$ cat src/hdl/dr_defs.vh
// Constants for the delayed-read prefetch engine.
// Functional notes
// - Prefetch total from max count, line size, boundary
// - Flow-through keeps prefetching until a stop condition
// - Prefetch total never below sixteen dwords
// - Max count below line size: first line boundary
// - Spare buffer space allows prefetching past total; code stops at total unless in flow-through
// - Captured enables first phase, then all zero
// - Line and multiple reads, prefetchable memory: prefetch
// - Other reads fetch one dword, forward enables
// - Stop at boundary, disconnect last, discard rest
// - Flow-through runs to 4 KB or initiator stop
// - Read and line read stop at boundary
// - Multiple read: second line boundary or full
// - Capture address, command, parity, enables; then retry
// - Issue head read after posted writes drain
// - Retry target until data; then no further attempts
// - Retry limit gives abort, removal, system error
// - Accept one dword per clock, no wait states
// - Alias memory reads; disconnect last; drop leftovers
// - Early draining enters flow-through, stalls, forwards stop
// - Discard timer drops unclaimed completions, flags error
// - Three queued reads, no duplicate enqueue
`ifndef DR_DEFS_VH
`define DR_DEFS_VH

`define CFG_LSZ_OFF     8'h0C
`define CFG_MRC_OFF     8'h48
`define LSZ_RESET       8'h00
`define MRC_RESET       32'h0000_0000
`define PFC_LSB         0
`define PFC_MSB         7

`define CMD_IO_READ     4'h2
`define CMD_MEM_READ    4'h6
`define CMD_CFG_READ    4'hA
`define CMD_MEM_MULT    4'hC
`define CMD_MEM_LINE    4'hE

`define ST_PEND         2'h0
`define ST_DONE         2'h1
`define ST_ABORT        2'h2

`define MIN_PREFETCH    11'h010
`define ALIGN16_DW      11'h010
`define DW_PER_4K       11'h400

`define RETRY_LIMIT     25'h100_0000
`define DISCARD_LONG    16'h8000
`define DISCARD_SHORT   16'h0400

`endif

$ cat src/hdl/read_data_ram.v
// Read data buffer memory with a registered read port.
`timescale 1ns/10ps
module read_data_ram #(
	parameter WIDTH = 32,
	parameter AW    = 6
)(
	input  wire             clock,
	input  wire             wr_en,
	input  wire [AW-1:0]    wr_addr,
	input  wire [WIDTH-1:0] wr_data,
	input  wire [AW-1:0]    rd_addr,
	output reg  [WIDTH-1:0] rd_data
);

	reg [WIDTH-1:0] mem [0:(1<<AW)-1];

	// A read of the word written at the same edge returns the old word.
	always @(posedge clock)
	begin
		if (wr_en)
			mem[wr_addr] <= wr_data;
		rd_data <= mem[rd_addr];
	end

endmodule // read_data_ram

$ cat src/hdl/prefetch_calc.v
// Prefetch count and stop-point arithmetic for the queue head.
`timescale 1ns/10ps
`include "dr_defs.vh"
module prefetch_calc #(
	parameter BUF_AW = 6
)(
	input  wire [7:0]  cache_line_size,
	input  wire [7:0]  max_prefetch_count,
	input  wire [9:0]  addr_dw,
	input  wire [3:0]  cmd,
	input  wire        prefetchable,
	input  wire        flow_through,
	output wire [10:0] prefetch_dword_total,
	output reg  [10:0] stop_count
);

	wire        pow2;
	wire [7:0]  line_off;
	wire [10:0] to_line;
	wire [10:0] to_16;
	wire [10:0] line_boundary_count;
	wire [10:0] to_4k;
	wire [10:0] over;
	wire [10:0] raw_total;
	wire [10:0] buf_dw;
	reg  [10:0] limit;

	// Line sizes that are not a small power of two fall back to 16 dwords.
	assign pow2 = (cache_line_size == 8'h01) | (cache_line_size == 8'h02) |
		(cache_line_size == 8'h04) | (cache_line_size == 8'h08) |
		(cache_line_size == 8'h10) | (cache_line_size == 8'h20) |
		(cache_line_size == 8'h40);
	assign line_off = addr_dw[7:0] & (cache_line_size - 8'h01);
	assign to_line  = {3'b000, cache_line_size} - {3'b000, line_off};
	assign to_16    = `ALIGN16_DW - {7'h00, addr_dw[3:0]};
	assign line_boundary_count = pow2 ? to_line : to_16;
	assign to_4k    = `DW_PER_4K - {1'b0, addr_dw};
	assign buf_dw   = 11'h001 << BUF_AW;

	// Below one line of count only the first line boundary counts.
	assign over = (max_prefetch_count < cache_line_size) ? 11'h000 :
		({3'b000, max_prefetch_count} - {3'b000, cache_line_size});
	assign raw_total = over + line_boundary_count;
	assign prefetch_dword_total = (raw_total < `MIN_PREFETCH) ?
		`MIN_PREFETCH : raw_total;

	// Boundary limit by command; flow-through may pass the total.
	always @*
	begin
		if (!prefetchable)
			limit = 11'h001;
		else if (flow_through)
			limit = to_4k;
		else if (cmd == `CMD_MEM_MULT)
			limit = pow2 ? (to_line + {3'b000, cache_line_size}) :
				buf_dw;
		else
			limit = line_boundary_count;
		if (!flow_through && prefetchable && limit > prefetch_dword_total)
			limit = prefetch_dword_total;
		stop_count = (limit > to_4k) ? to_4k : limit;
	end

endmodule // prefetch_calc

$ cat src/hdl/delayed_read_prefetch_engine.v
// Delayed-read queue, target-bus fetch and initiator-bus delivery.
`timescale 1ns/10ps
`include "dr_defs.vh"
module delayed_read_prefetch_engine #(
	parameter        Q_DEPTH       = 3,
	parameter        BUF_AW        = 6,
	parameter [24:0] RETRY_LIMIT   = `RETRY_LIMIT,
	parameter [15:0] DISCARD_LONG  = `DISCARD_LONG,
	parameter [15:0] DISCARD_SHORT = `DISCARD_SHORT
)(
	input  wire        clock,
	input  wire        rst,
	input  wire        cfg_wr,
	input  wire        cfg_rd,
	input  wire [7:0]  cfg_addr,
	input  wire [31:0] cfg_wdata,
	input  wire [3:0]  cfg_be,
	output reg  [31:0] cfg_rdata,
	input  wire        serr_enable,
	input  wire        master_timeout_short,
	input  wire        posted_writes_clear,
	input  wire        ini_start,
	input  wire [31:0] ini_addr,
	input  wire [3:0]  ini_cmd,
	input  wire        ini_par,
	input  wire        ini_pref_region,
	input  wire        ini_irdy,
	input  wire        ini_frame,
	input  wire [3:0]  ini_be_n,
	output reg         ini_trdy,
	output reg         ini_stop,
	output reg         ini_abort,
	output wire [31:0] ini_data,
	output reg         tgt_req,
	output reg  [31:0] tgt_addr,
	output reg  [3:0]  tgt_cmd,
	output reg         tgt_par,
	output reg  [3:0]  tgt_be_n,
	output reg         tgt_frame,
	input  wire        tgt_trdy,
	input  wire        tgt_stop,
	input  wire        tgt_abort,
	input  wire [31:0] tgt_data,
	output reg         primary_system_error_out
);

	localparam I_IDLE = 2'b00;
	localparam I_BE   = 2'b01;
	localparam I_XFER = 2'b10;
	localparam I_END  = 2'b11;
	localparam T_IDLE = 1'b0;
	localparam T_DATA = 1'b1;

	// Memory read, line and multiple compare as one command.
	function [3:0] read_alias;
		input [3:0] c;
		begin
			if (c == `CMD_MEM_LINE || c == `CMD_MEM_MULT)
				read_alias = `CMD_MEM_READ;
			else
				read_alias = c;
		end
	endfunction

	function same_req;
		input [29:0] a0;
		input [3:0]  c0;
		input [29:0] a1;
		input [3:0]  c1;
		begin
			same_req = (a0 == a1) && (read_alias(c0) == read_alias(c1));
		end
	endfunction

	function is_pref;
		input [3:0] c;
		input       region;
		begin
			is_pref = (c == `CMD_MEM_LINE) || (c == `CMD_MEM_MULT) ||
				((c == `CMD_MEM_READ) && region);
		end
	endfunction

	reg  [7:0]  cache_line_size_cfg_r;
	reg  [31:0] memory_read_control_r;
	reg         q_v     [0:Q_DEPTH-1];
	reg  [29:0] q_addr  [0:Q_DEPTH-1];
	reg  [3:0]  q_cmd   [0:Q_DEPTH-1];
	reg  [3:0]  q_be_n  [0:Q_DEPTH-1];
	reg         q_pf    [0:Q_DEPTH-1];
	reg         q_par   [0:Q_DEPTH-1];
	reg  [1:0]  q_st    [0:Q_DEPTH-1];
	reg  [1:0]  ist_r;
	reg         tst_r;
	reg  [29:0] cap_addr_r;
	reg  [3:0]  cap_cmd_r;
	reg         cap_par_r;
	reg         cap_region_r;
	reg         flow_r;
	reg         cancel_r;
	reg  [10:0] rd_cnt_r;
	reg  [10:0] wr_cnt_r;
	reg  [24:0] retry_cnt_r;
	reg  [15:0] disc_cnt_r;
	reg         any_hit;
	integer     tail;
	integer     i, j, k;
	wire [10:0] stop_cnt;
	wire [10:0] buf_dw;

	assign buf_dw = 11'h001 << BUF_AW;

	// Duplicate search and first free slot over the whole queue.
	always @*
	begin
		any_hit = 1'b0;
		tail = 0;
		for (k = Q_DEPTH - 1; k >= 0; k = k - 1)
		begin
			if (!q_v[k])
				tail = k;
			if (q_v[k] && same_req(q_addr[k], q_cmd[k], cap_addr_r, cap_cmd_r))
				any_hit = 1'b1;
		end
	end

	// Decisions taken when the repeated or new read shows its enables.
	wire decide   = (ist_r == I_BE) && ini_irdy;
	wire head_hit = q_v[0] &&
		same_req(q_addr[0], q_cmd[0], cap_addr_r, cap_cmd_r);
	wire fetching = (tst_r == T_DATA) && !cancel_r;
	wire go_abort = decide && head_hit && (q_st[0] == `ST_ABORT);
	wire go_xfer  = decide && head_hit && ((q_st[0] == `ST_DONE) ||
		(q_pf[0] && fetching));
	wire q_push   = decide && !any_hit && !q_v[Q_DEPTH-1];

	// Delivery arithmetic; data counts only once it sits in memory.
	wire        in_xfer = (ist_r == I_XFER);
	wire        xfer    = in_xfer && ini_trdy && ini_irdy;
	wire [10:0] rd_n    = rd_cnt_r + {10'h000, xfer};
	wire [10:0] rd_n1   = rd_n + 11'h001;
	wire        more    = (rd_n < wr_cnt_r);
	wire        fin     = (q_st[0] == `ST_DONE);
	wire        err     = (q_st[0] == `ST_ABORT);
	wire        stop_nxt = (fin && (rd_n1 >= wr_cnt_r)) || err;
	wire        end_x   = in_xfer && ((ini_stop && (!ini_trdy || ini_irdy)) ||
		(xfer && !ini_frame));

	// Discard timer runs only while a finished read waits unclaimed.
	wire disc_run = q_v[0] && (q_st[0] == `ST_DONE) && (ist_r == I_IDLE);
	wire disc_exp = disc_run && (disc_cnt_r == 16'h0001);
	wire q_pop    = end_x || go_abort || disc_exp;

	// Target-bus fetch conditions.
	wire        start_t = (tst_r == T_IDLE) && q_v[0] &&
		(q_st[0] == `ST_PEND) && posted_writes_clear && !q_pop;
	wire        wr_en   = (tst_r == T_DATA) && tgt_trdy && !cancel_r;
	wire [10:0] wr_n    = wr_cnt_r + 11'h001;
	wire [10:0] occ_n   = wr_n - rd_n;
	wire        keep    = ((wr_n + 11'h001) < stop_cnt) &&
		((occ_n + 11'h001) < buf_dw) && !cancel_r && !q_pop;
	wire        ended   = tgt_trdy ? (!tgt_frame || tgt_stop) : tgt_stop;
	wire        retried = tgt_stop && !tgt_trdy && (wr_cnt_r == 11'h000);
	wire        live    = (tst_r == T_DATA) && !cancel_r;
	wire        exhausted = live && retried &&
		(retry_cnt_r == (RETRY_LIMIT - 25'h000_0001));
	wire        h_abort = live && (tgt_abort || exhausted);
	wire        h_done  = live && !tgt_abort && ended && !retried;

	prefetch_calc #(
		.BUF_AW (BUF_AW)
	) u_calc (
		.cache_line_size      (cache_line_size_cfg_r),
		.max_prefetch_count   (memory_read_control_r[`PFC_MSB:`PFC_LSB]),
		.addr_dw              (q_addr[0][9:0]),
		.cmd                  (q_cmd[0]),
		.prefetchable         (q_pf[0]),
		.flow_through         (flow_r),
		.prefetch_dword_total (),
		.stop_count           (stop_cnt)
	);

	read_data_ram #(
		.WIDTH (32),
		.AW    (BUF_AW)
	) u_ram (
		.clock   (clock),
		.wr_en   (wr_en),
		.wr_addr (wr_cnt_r[BUF_AW-1:0]),
		.wr_data (tgt_data),
		.rd_addr (rd_n[BUF_AW-1:0]),
		.rd_data (ini_data)
	);

	// Configuration space access to line size and read control.
	always @(posedge clock)
	begin
		if (rst)
		begin
			cache_line_size_cfg_r <= `LSZ_RESET;
			memory_read_control_r <= `MRC_RESET;
			cfg_rdata             <= 32'h0000_0000;
		end
		else
		begin
			if (cfg_wr)
			begin
				if (cfg_addr == `CFG_LSZ_OFF)
				begin
					if (cfg_be[0])
						cache_line_size_cfg_r <= cfg_wdata[7:0];
				end
				else if (cfg_addr == `CFG_MRC_OFF)
				begin
					for (j = 0; j < 4; j = j + 1)
						if (cfg_be[j])
							memory_read_control_r[j*8 +: 8] <= cfg_wdata[j*8 +: 8];
				end
			end
			if (cfg_rd)
			begin
				if (cfg_addr == `CFG_LSZ_OFF)
					cfg_rdata <= {24'h00_0000, cache_line_size_cfg_r};
				else if (cfg_addr == `CFG_MRC_OFF)
					cfg_rdata <= memory_read_control_r;
				else
					cfg_rdata <= 32'h0000_0000;
			end
		end
	end

	// Request queue; the head is always slot zero and pops shift down.
	always @(posedge clock)
	begin
		if (rst)
		begin
			for (i = 0; i < Q_DEPTH; i = i + 1)
				q_v[i] <= 1'b0;
		end
		else if (q_pop)
		begin
			for (i = 0; i < Q_DEPTH - 1; i = i + 1)
			begin
				q_v[i]    <= q_v[i+1];
				q_addr[i] <= q_addr[i+1];
				q_cmd[i]  <= q_cmd[i+1];
				q_be_n[i] <= q_be_n[i+1];
				q_pf[i]   <= q_pf[i+1];
				q_par[i]  <= q_par[i+1];
				q_st[i]   <= q_st[i+1];
			end
			q_v[Q_DEPTH-1] <= 1'b0;
		end
		else
		begin
			if (h_abort)
				q_st[0] <= `ST_ABORT;
			else if (h_done)
				q_st[0] <= `ST_DONE;
			if (q_push)
			begin
				q_v[tail]    <= 1'b1;
				q_addr[tail] <= cap_addr_r;
				q_cmd[tail]  <= cap_cmd_r;
				q_be_n[tail] <= ini_be_n;
				q_pf[tail]   <= is_pref(cap_cmd_r, cap_region_r);
				q_par[tail]  <= cap_par_r;
				q_st[tail]   <= `ST_PEND;
			end
		end
	end

	// Initiator-bus side: capture, retry, abort and data delivery.
	always @(posedge clock)
	begin
		if (rst)
		begin
			ist_r        <= I_IDLE;
			ini_trdy     <= 1'b0;
			ini_stop     <= 1'b0;
			ini_abort    <= 1'b0;
			cap_addr_r   <= 30'h0000_0000;
			cap_cmd_r    <= 4'h0;
			cap_par_r    <= 1'b0;
			cap_region_r <= 1'b0;
		end
		else
		begin
			case (ist_r)
			I_IDLE:
			begin
				ini_trdy  <= 1'b0;
				ini_stop  <= 1'b0;
				ini_abort <= 1'b0;
				if (ini_start)
				begin
					cap_addr_r   <= ini_addr[31:2];
					cap_cmd_r    <= ini_cmd;
					cap_par_r    <= ini_par;
					cap_region_r <= ini_pref_region;
					ist_r        <= I_BE;
				end
			end
			I_BE:
			begin
				if (ini_irdy)
				begin
					if (go_abort)
					begin
						ini_abort <= 1'b1;
						ini_stop  <= 1'b1;
						ist_r     <= I_END;
					end
					else if (go_xfer)
					begin
						ini_trdy <= more;
						ini_stop <= stop_nxt;
						ist_r    <= I_XFER;
					end
					else
					begin
						ini_stop <= 1'b1;
						ist_r    <= I_END;
					end
				end
			end
			I_XFER:
			begin
				if (end_x)
				begin
					ini_trdy <= 1'b0;
					ini_stop <= 1'b0;
					ist_r    <= I_IDLE;
				end
				else
				begin
					ini_trdy <= more;
					ini_stop <= stop_nxt;
				end
			end
			default:
			begin
				ini_trdy  <= 1'b0;
				ini_stop  <= 1'b0;
				ini_abort <= 1'b0;
				ist_r     <= I_IDLE;
			end
			endcase
		end
	end

	// Buffer counters; a pop throws away whatever is left undelivered.
	always @(posedge clock)
	begin
		if (rst || q_pop)
		begin
			rd_cnt_r <= 11'h000;
			wr_cnt_r <= 11'h000;
			flow_r   <= 1'b0;
		end
		else
		begin
			rd_cnt_r <= rd_n;
			if (wr_en)
				wr_cnt_r <= wr_n;
			if (xfer && fetching)
				flow_r <= 1'b1;
		end
	end

	// Target-bus master: issue, count retries, stream data into memory.
	always @(posedge clock)
	begin
		if (rst)
		begin
			tst_r       <= T_IDLE;
			tgt_req     <= 1'b0;
			tgt_addr    <= 32'h0000_0000;
			tgt_cmd     <= 4'h0;
			tgt_par     <= 1'b0;
			tgt_be_n    <= 4'hF;
			tgt_frame   <= 1'b0;
			retry_cnt_r <= 25'h000_0000;
			cancel_r    <= 1'b0;
		end
		else
		begin
			case (tst_r)
			T_IDLE:
			begin
				cancel_r <= 1'b0;
				if (start_t)
				begin
					tgt_req   <= 1'b1;
					tgt_addr  <= {q_addr[0], 2'b00};
					tgt_cmd   <= q_cmd[0];
					tgt_par   <= q_par[0];
					tgt_be_n  <= q_be_n[0];
					tgt_frame <= (stop_cnt > 11'h001);
					tst_r     <= T_DATA;
				end
			end
			default:
			begin
				tgt_req <= 1'b0;
				if (q_pop)
					cancel_r <= 1'b1;
				if (retried && !cancel_r)
					retry_cnt_r <= exhausted ? 25'h000_0000 :
						retry_cnt_r + 25'h000_0001;
				else if (h_done)
					retry_cnt_r <= 25'h000_0000;
				if (tgt_abort || ended)
				begin
					tst_r     <= T_IDLE;
					tgt_frame <= 1'b0;
					tgt_be_n  <= 4'hF;
				end
				else if (tgt_trdy)
				begin
					tgt_be_n  <= 4'h0;
					tgt_frame <= keep;
				end
				else
					tgt_frame <= tgt_frame && !cancel_r && !q_pop;
			end
			endcase
		end
	end

	// Discard timer reload value follows the master timeout choice.
	always @(posedge clock)
	begin
		if (rst || !disc_run || q_pop)
			disc_cnt_r <= master_timeout_short ? DISCARD_SHORT : DISCARD_LONG;
		else if (disc_cnt_r != 16'h0000)
			disc_cnt_r <= disc_cnt_r - 16'h0001;
	end

	// System error is a one-cycle pulse, gated by its enable.
	always @(posedge clock)
	begin
		if (rst)
			primary_system_error_out <= 1'b0;
		else
			primary_system_error_out <= serr_enable &&
				(exhausted || disc_exp);
	end

endmodule // delayed_read_prefetch_engine

$ cat config.mk
export PLATFORM = sky130hd
export DESIGN_NAME = delayed_read_prefetch_engine
export DESIGN_NICKNAME = d
export VERILOG_FILES = /design/src/hdl/read_data_ram.v /design/src/hdl/prefetch_calc.v /design/src/hdl/delayed_read_prefetch_engine.v
export VERILOG_INCLUDE_DIRS = /design/src /design/src/hdl
export SDC_FILE = /design/constraint.sdc
export NUM_CORES = 2
export LEC_CHECK = 0
export BUFFER_PORTS_ARGS = -buffer_cell sky130_fd_sc_hd__buf_2
export CELL_PAD_IN_SITES_DETAIL_PLACEMENT = 1
export CELL_PAD_IN_SITES_GLOBAL_PLACEMENT = 2
export CORE_MARGIN = 2
export CORE_UTILIZATION = 51
export CTS_BUF_LIST = sky130_fd_sc_hd__clkbuf_8
export DETAILED_ROUTE_END_ITERATION = 10
export PLACE_DENSITY_LB_ADDON = 0.08
export SYNTH_ARGS = -nofsm -noshare
export SYNTH_HDL_FRONTEND = slang
export SYNTH_SLANG_ARGS = --single-unit
$ cat constraint.sdc
create_clock -name clock -period 9.9 [get_ports clock]
set_input_delay 0.495 -clock clock [delete_from_list [all_inputs] [get_ports clock]]
set_output_delay 0.495 -clock clock [all_outputs]
set_load 0.005 [all_outputs]
Word-level counts from Yosys, hierarchy flattened:

Memories as Yosys holds them, arrays and structs flattened. A register that Yosys moved wholly into a read port is not among the register bits.
Cells that the tools add are included.

* input bits: 131
* memory bits (writable): 2177
* bits in registers: 220
* memories: 8
* output and inout port bits: 111
* logic and storage cells: 321

Memory list
* u_ram.mem: depth 64, width 32, read ports 1, clocked after memory_dff 1, wr ports 1, line read_data_ram.v:15 `reg [WIDTH-1:0] mem [0:(1<<AW)-1];`
* q_addr: depth 3, width 30, read ports 3, clocked after memory_dff 0, wr ports 2, line delayed_read_prefetch_engine.v:87 `reg [29:0] q_addr [0:Q_DEPTH-1];`
* q_be_n: depth 3, width 4, read ports 3, clocked after memory_dff 0, wr ports 2, line delayed_read_prefetch_engine.v:89 `reg [3:0] q_be_n [0:Q_DEPTH-1];`
* q_cmd: depth 3, width 4, read ports 3, clocked after memory_dff 0, wr ports 2, line delayed_read_prefetch_engine.v:88 `reg [3:0] q_cmd [0:Q_DEPTH-1];`
* q_st: depth 3, width 2, read ports 3, clocked after memory_dff 0, wr ports 2, line delayed_read_prefetch_engine.v:92 `reg [1:0] q_st [0:Q_DEPTH-1];`
* q_par: depth 3, width 1, read ports 3, clocked after memory_dff 1, wr ports 2, line delayed_read_prefetch_engine.v:91 `reg q_par [0:Q_DEPTH-1];`
* +2 memories

* $lt $le $gt $ge: 9
* $add $sub $neg: 15
* bitwise gates (word level): 15
* equality and inequality tests: 37
* reduce and logical (&&, ||, !) cells: 106
* mux-type cells: 104

Operator list (number)
* $mux 11: 9
* $eq 30x30->1: 3
* $mux 25: 3
* $mux 32: 2
* $mux 1: 56
* $logic_and 1x1->1: 48
* $mux 16: 3
* $add 11x1->11 const B: 4
* $mux 4: 10
* $eq 4x4->1 const B: 8
* $mux 2: 16
* $mux 30: 1
* $reduce_or 30->1: 1
* $add 25x1->25 const B: 1
* $eq 25x24->1 const B: 1
* $gt 11x11->1: 2
* $lt 11x11->1: 2
* $logic_or 1x1->1: 18
* $sub 8x8->9: 2
* $eq 16x1->1 const B: 1
* $eq 8x4->1 const B: 2
* $eq 8x7->1 const B: 2
* $reduce_and 4->1: 4
* $reduce_bool 16->1: 1
* other kinds (39): 86

Longest topological paths before layout:

* word-level depth: 23
* depth in mapped cells: 49
* gate-level depth less buffers: 48

Modules after synthesis:

From an unflattened synthesis, not the netlist that was laid out.

* cell total of the unflattened synthesis: 5359
* area, all modules: 97997.7 sq um

Modules (own cells, without submodules)
* read_data_ram: cells an instance 3324, instances 1, seq. area each 62139.6 sq um, area each 78512.8 sq um
* delayed_read_prefetch_engine: cells an instance 1573, instances 1, seq. area each 8287.9 sq um, area each 16225.6 sq um
* prefetch_calc: cells an instance 462, instances 1, seq. area each 0.0 sq um, area each 3259.4 sq um

Least setup slack after synthesis:

Ideal clock, no wire load.

* kind: flip-flop to flip-flop
* from: register cache_line_size_cfg_r[1]
* to: register tgt_frame
* data required time: 9826 ps
* setup time: 74 ps
* clock period less this slack: 8987 ps
* stages on the path, launching flop included: 46
* arrival time: 8913 ps
* setup slack: 913 ps
* path buffers: 3
* path through: dfxtp_1 buf_2 inv_1 ha_1 nand2b_1 a21oi_1 nor2_1 or4b_1 and2_4 o311ai_2 nor2b_1 xnor2_1 and2_1 ha_1 a2111o_1 o22ai_1 mux2_1 nand3_1 [... 10 more ...] nor2b_1 nor3_1 o21ai_0 a221o_1 and2_1 clkbuf_1 or3_1 o21ai_0 a31oi_1 ha_1 o21ai_0 a21oi_1 nor3_1 o2111a_1 a31oi_1 o31ai_2 o311ai_1 a31oi_1

* longest elaborated chain between the ends: 23
* elaborated cells on any way between the ends: 42
* those cells by class: add/sub: 5; order compare: 6; eq/ne: 7; mux: 13; bitwise: 7; reduce/logical: 4

RTL lines
* from (decl): line delayed_read_prefetch_engine.v:84 `reg [7:0] cache_line_size_cfg_r;`
* from (signal assigned): line delayed_read_prefetch_engine.v:200 `` cache_line_size_cfg_r <= `LSZ_RESET; ``
* from (signal assigned): line delayed_read_prefetch_engine.v:211 `cache_line_size_cfg_r <= cfg_wdata[7:0];`
* branches (longest 13 deep; another with $add 11x11->11)
* $mux 11 (*): line prefetch_calc.v:59 `if (!flow_through && prefetchable && limit > prefetch_dword_total)`
* $gt 11x11->1: line prefetch_calc.v:61 `stop_count = (limit > to_4k) ? to_4k : limit;`
* $mux 11 (*): line prefetch_calc.v:61
* $lt 11x11->1: line delayed_read_prefetch_engine.v:160 `wire keep = ((wr_n + 11'h001) < stop_cnt) &&`
* $logic_and 1x1->1: line delayed_read_prefetch_engine.v:160
* $logic_and 1x1->1 (2 in a row): line delayed_read_prefetch_engine.v:161 `((occ_n + 11'h001) < buf_dw) && !cancel_r && !q_pop;`
* $mux 1: line delayed_read_prefetch_engine.v:419 `else if (tgt_trdy)`
* $mux 1: line delayed_read_prefetch_engine.v:413 `if (tgt_abort || ended)`
* $mux 1 (*): line delayed_read_prefetch_engine.v:388 `case (tst_r)`
* to (signal assigned): line delayed_read_prefetch_engine.v:399 `tgt_frame <= (stop_cnt > 11'h001);`
* to (signal assigned): line delayed_read_prefetch_engine.v:422 `tgt_frame <= keep;`
* to (signal assigned): line delayed_read_prefetch_engine.v:425 `tgt_frame <= tgt_frame && !cancel_r && !q_pop;`
* to (decl): line delayed_read_prefetch_engine.v:39 `output reg tgt_frame,`

Every way passes the cells marked *. The select of a mux whose other input is x is not followed.
A chain may end at the register's enable or synchronous reset.

Final worst setup path:

Same ends and word-level chain as after synthesis.

==> flow_metrics.py <==
metrics = {
    "status": {
        "status": "finished clean",
    },
    "setup_path": {
        "reg2reg_slack_ns": 0.67,
        "cp-end-kind": "register",
        "arrival_ns": 10.18,
        "cp_top_family": "compound AO/OA/AOI/OAI gates",
        "required_ns": 10.85,
        "crit_path_max_fanout": 13,
        "crit_path_start_kind": "register",
        "crit_top_cell": "ha_1",
        "cp_slowest_cell": "or4b_1",
        "cp.buffers_inverters": 2,
        "slowest_delay_ns": 0.54,
        "path_class": "register to register",
    },
    "placed_design": {
        "place_inst": 7839,
        "dp.final_hpwl_um": 148000,
        "placed_area_um2": 103000,
        "gp_congestion": 0.830,
        "dp_slack_ns": 0.0398,
        "portBuffers": 237,
    },
    "logic_synthesis": {
        "avgSynthCellArea_um2": 18.8,
        "synth_top_family_by_area": "multiplexers",
        "ys_types": 99,
        "async_reset_ff_frac": 0,
        "synthAdderAreaFrac": 0.0154,
        "syn_area_um2": 97900,
        "synth_edf_count": 2184,
        "synth_compound_area_frac": 0.0254,
        "synthCells": 5194,
        "synth-simple-area-share": 0.0451,
        "synth_xor_area_frac": 0.0149,
        "ys_seq_area_frac": 0.720,
        "synth.area.mux_share": 0.165,
        "yosys_warnings": 0,
        "synth-seq-cells": 2426,
        "ys.flop_type": "edfxtp_1",
    },
    "global_routing": {
        "grt_max_degree": 156,
        "grt_overflow": 0,
        "grt_pass1_vias": 55600,
        "grt_pass1_wl_um": 387000,
        "track_usage": 0.273,
        "grt_antenna_before_repair": 13,
    },
    "timing": {
        "fmax_ghz": 0.108,
        "setup_viol_count_final": 0,
        "slew_headroom": 0.175,
        "setup_slack_ns": 0.666,
        "slew_viol_final": 0,
        "finalCritPeriodShare": 0.933,
        "holdWs_ns": 0.0777,
        "min_period_ns": 9.23,
        "finClkSkew_ns": 0.118,
        "timing.setup.tns_ns": 0,
        "finalHoldViolations": 0,
        "worst_slew_pin_slew_ns": 1.23,
    },
    "drt": {
        "wl_met2_um": 134000,
        "highest_layer": "met5",
        "drtPass1Iterations": 5,
        "drt-initial-drc-count": 4748,
        "wl_met1_um": 106000,
        "num_vias": 52400,
        "routed-wl-met3_um": 16800,
        "wl_per_cell_um": 30.7,
        "ant_nets": 0,
        "drc": 0,
        "wirelength_um": 266000,
        "avgViaCountPerCell": 6.05,
    },
    "clocking": {
        "postCtsSetupRepairBufs": 0,
        "numCtsBuffers": 403,
        "insertion_delay_ns": 1.10,
        "htree_levels": 5,
        "max-clock-path-buffers": 4,
        "root_buffer": "clkbuf_8",
        "clock_sinks": 2426,
        "tritoncts": "yes",
        "clk_pin_slew_worst_paths_ns": 0.06,
    },
    "die": {
        "core_um2": 190000,
        "dieHeight_um": 442,
        "dieArea_um2": 195000,
        "io_pins": 242,
        "start_util": 0.514,
        "fp.dieW_um": 442,
        "rows": 160,
    },
    "pwr": {
        "total_power_mw": 20.2,
        "p_leak_nw": 36.6,
        "ir_drop_mv": 0.168,
        "power_density_nw_per_um2": 181,
    },
    "hold_path": {
        "hold_path_class": "input pin to register",
    },
    "layout": {
        "finalNetCount": 6108,
        "final_cells": 8675,
        "areaGrowthSynthToFinish_pct": 14.0,
        "fin_area_um2": 112000,
        "fill_cells": 16800,
        "finalCoreUtilization": 0.586,
        "drive_gt1_frac": 0.268,
    },
    "job": {
        "maxCapViolations": 0,
    },
}
-- report_power, final --
group,switching (mW),total [mW],internal [mW]
Clock,3.94,8.15,4.20
Combinational,0.497,0.762,0.265
Sequential,0.0841,11.3,11.2
-- worst register-to-register path: cells and delay by family (launching register included) --
kind            cells  cell delay [ns]
fa+ha+maj           5             1.48
xor+xnor            1             0.11
flops               1             0.34
compound gates     20             3.93
simple gates       13             2.64
mux                 1             0.39
buf+inv             2             0.28
-- timing repair --
item	4_1_cts	5_1_grt
hold endpoints to repair	249	0
pin swaps	0	0
setup endpoints to repair	1	1
resized for setup	1	14
hold buffers	125	0
-- kinds of logic (layout without fill, tap and decap cells) --
kind of cell             count (synthesis)  in the layout
XOR/XNOR                               167            167
other                                    1              7
buffers and inverters                  346           1310
multiplexers                           803            803
adder cells (fa/ha/maj)                119            119
AO/OA/AOI/OAI                          381            381
flip-flops                            2426           2426
AND/OR/NAND/NOR                        951            951
-- Yosys cell counts (all sizes together) (20+ instances only) --
library cell,instances,share of area
o21ai,55,0.0029
nand2b,39,0.0025
buf,103,0.0050
nand3,88,0.0046
inv,85,0.0033
a211oi,21,0.0017
mux4,640,0.15
nor3,39,0.0021
dfxtp,242,0.050
clkbuf,154,0.0059
xnor2,130,0.012
mux2,85,0.0098
edfxtp,2184,0.67
nand4,34,0.0022
and3,56,0.0036
o21a,24,0.0018
a31oi,46,0.0029
nor2b,20,0.0013
xor2,37,0.0033
a21oi,132,0.0069
nor2,299,0.012
ha,116,0.015
mux2i,78,0.0080
nand2,302,0.012
-- registers in the layout, summed over array words and instances, names as in the netlist, 16 cells and up --
name and count:
tgt_addr 30, u_ram.rd_data 32, cap_addr_r 30, q_addr 90
cfg_rdata 32, disc_cnt_r 16, u_ram.mem 2048, retry_cnt_r 25
memory_read_control_r 32
-- cell type report --
type,instances,area [um2],share of cell area
Antenna cell,5,12.5,0.000112
Clock buffer,436,6000,0.0538
Clock inverter,270,1270,0.0114
Inverter,89,343,0.00307
Multi-Input combinational cell,2423,26700,0.239
Sequential cell,2426,70400,0.631
Tap cell,2511,3140,0.0282
Timing Repair Buffer,515,3630,0.0325
-- layout by cell type, fill, tap and decap left out, drive strengths merged, types with 56 or more instances in the layout --
cell         synthesis  routed
ha                 116     116
xnor2              130     130
a21oi              132     132
mux4               640     640
edfxtp            2184    2184
clkinv               4     130
and3                56      56
nand2              302     302
dfxtp              242     242
clkbuf             154     436
nor2               299     299
mux2i               78      78
buf                103     390
inv                 85     218
mux2                85      85
dlygate4sd3          0     125
nand3               88      88
-- per-layer routing --
metal,track usage,vias to the layer above
met5,0,-
met3,0.0473,457
met2,0.462,1883
li1,-,22300
met1,0.360,27800
met4,0.0949,10
-- final timing paths --
path,startpoint,to,cells after the start
worst max-delay path,cache_line_size_cfg_r[1],tgt_frame,42
worst min-delay path,tgt_data[15],u_ram.mem[3][15],2
worst max register to register,cache_line_size_cfg_r[1],tgt_frame,42
worst min register to register,cfg_rdata[31],cfg_rdata[31],2
Power figures use the tool's default switching activity.
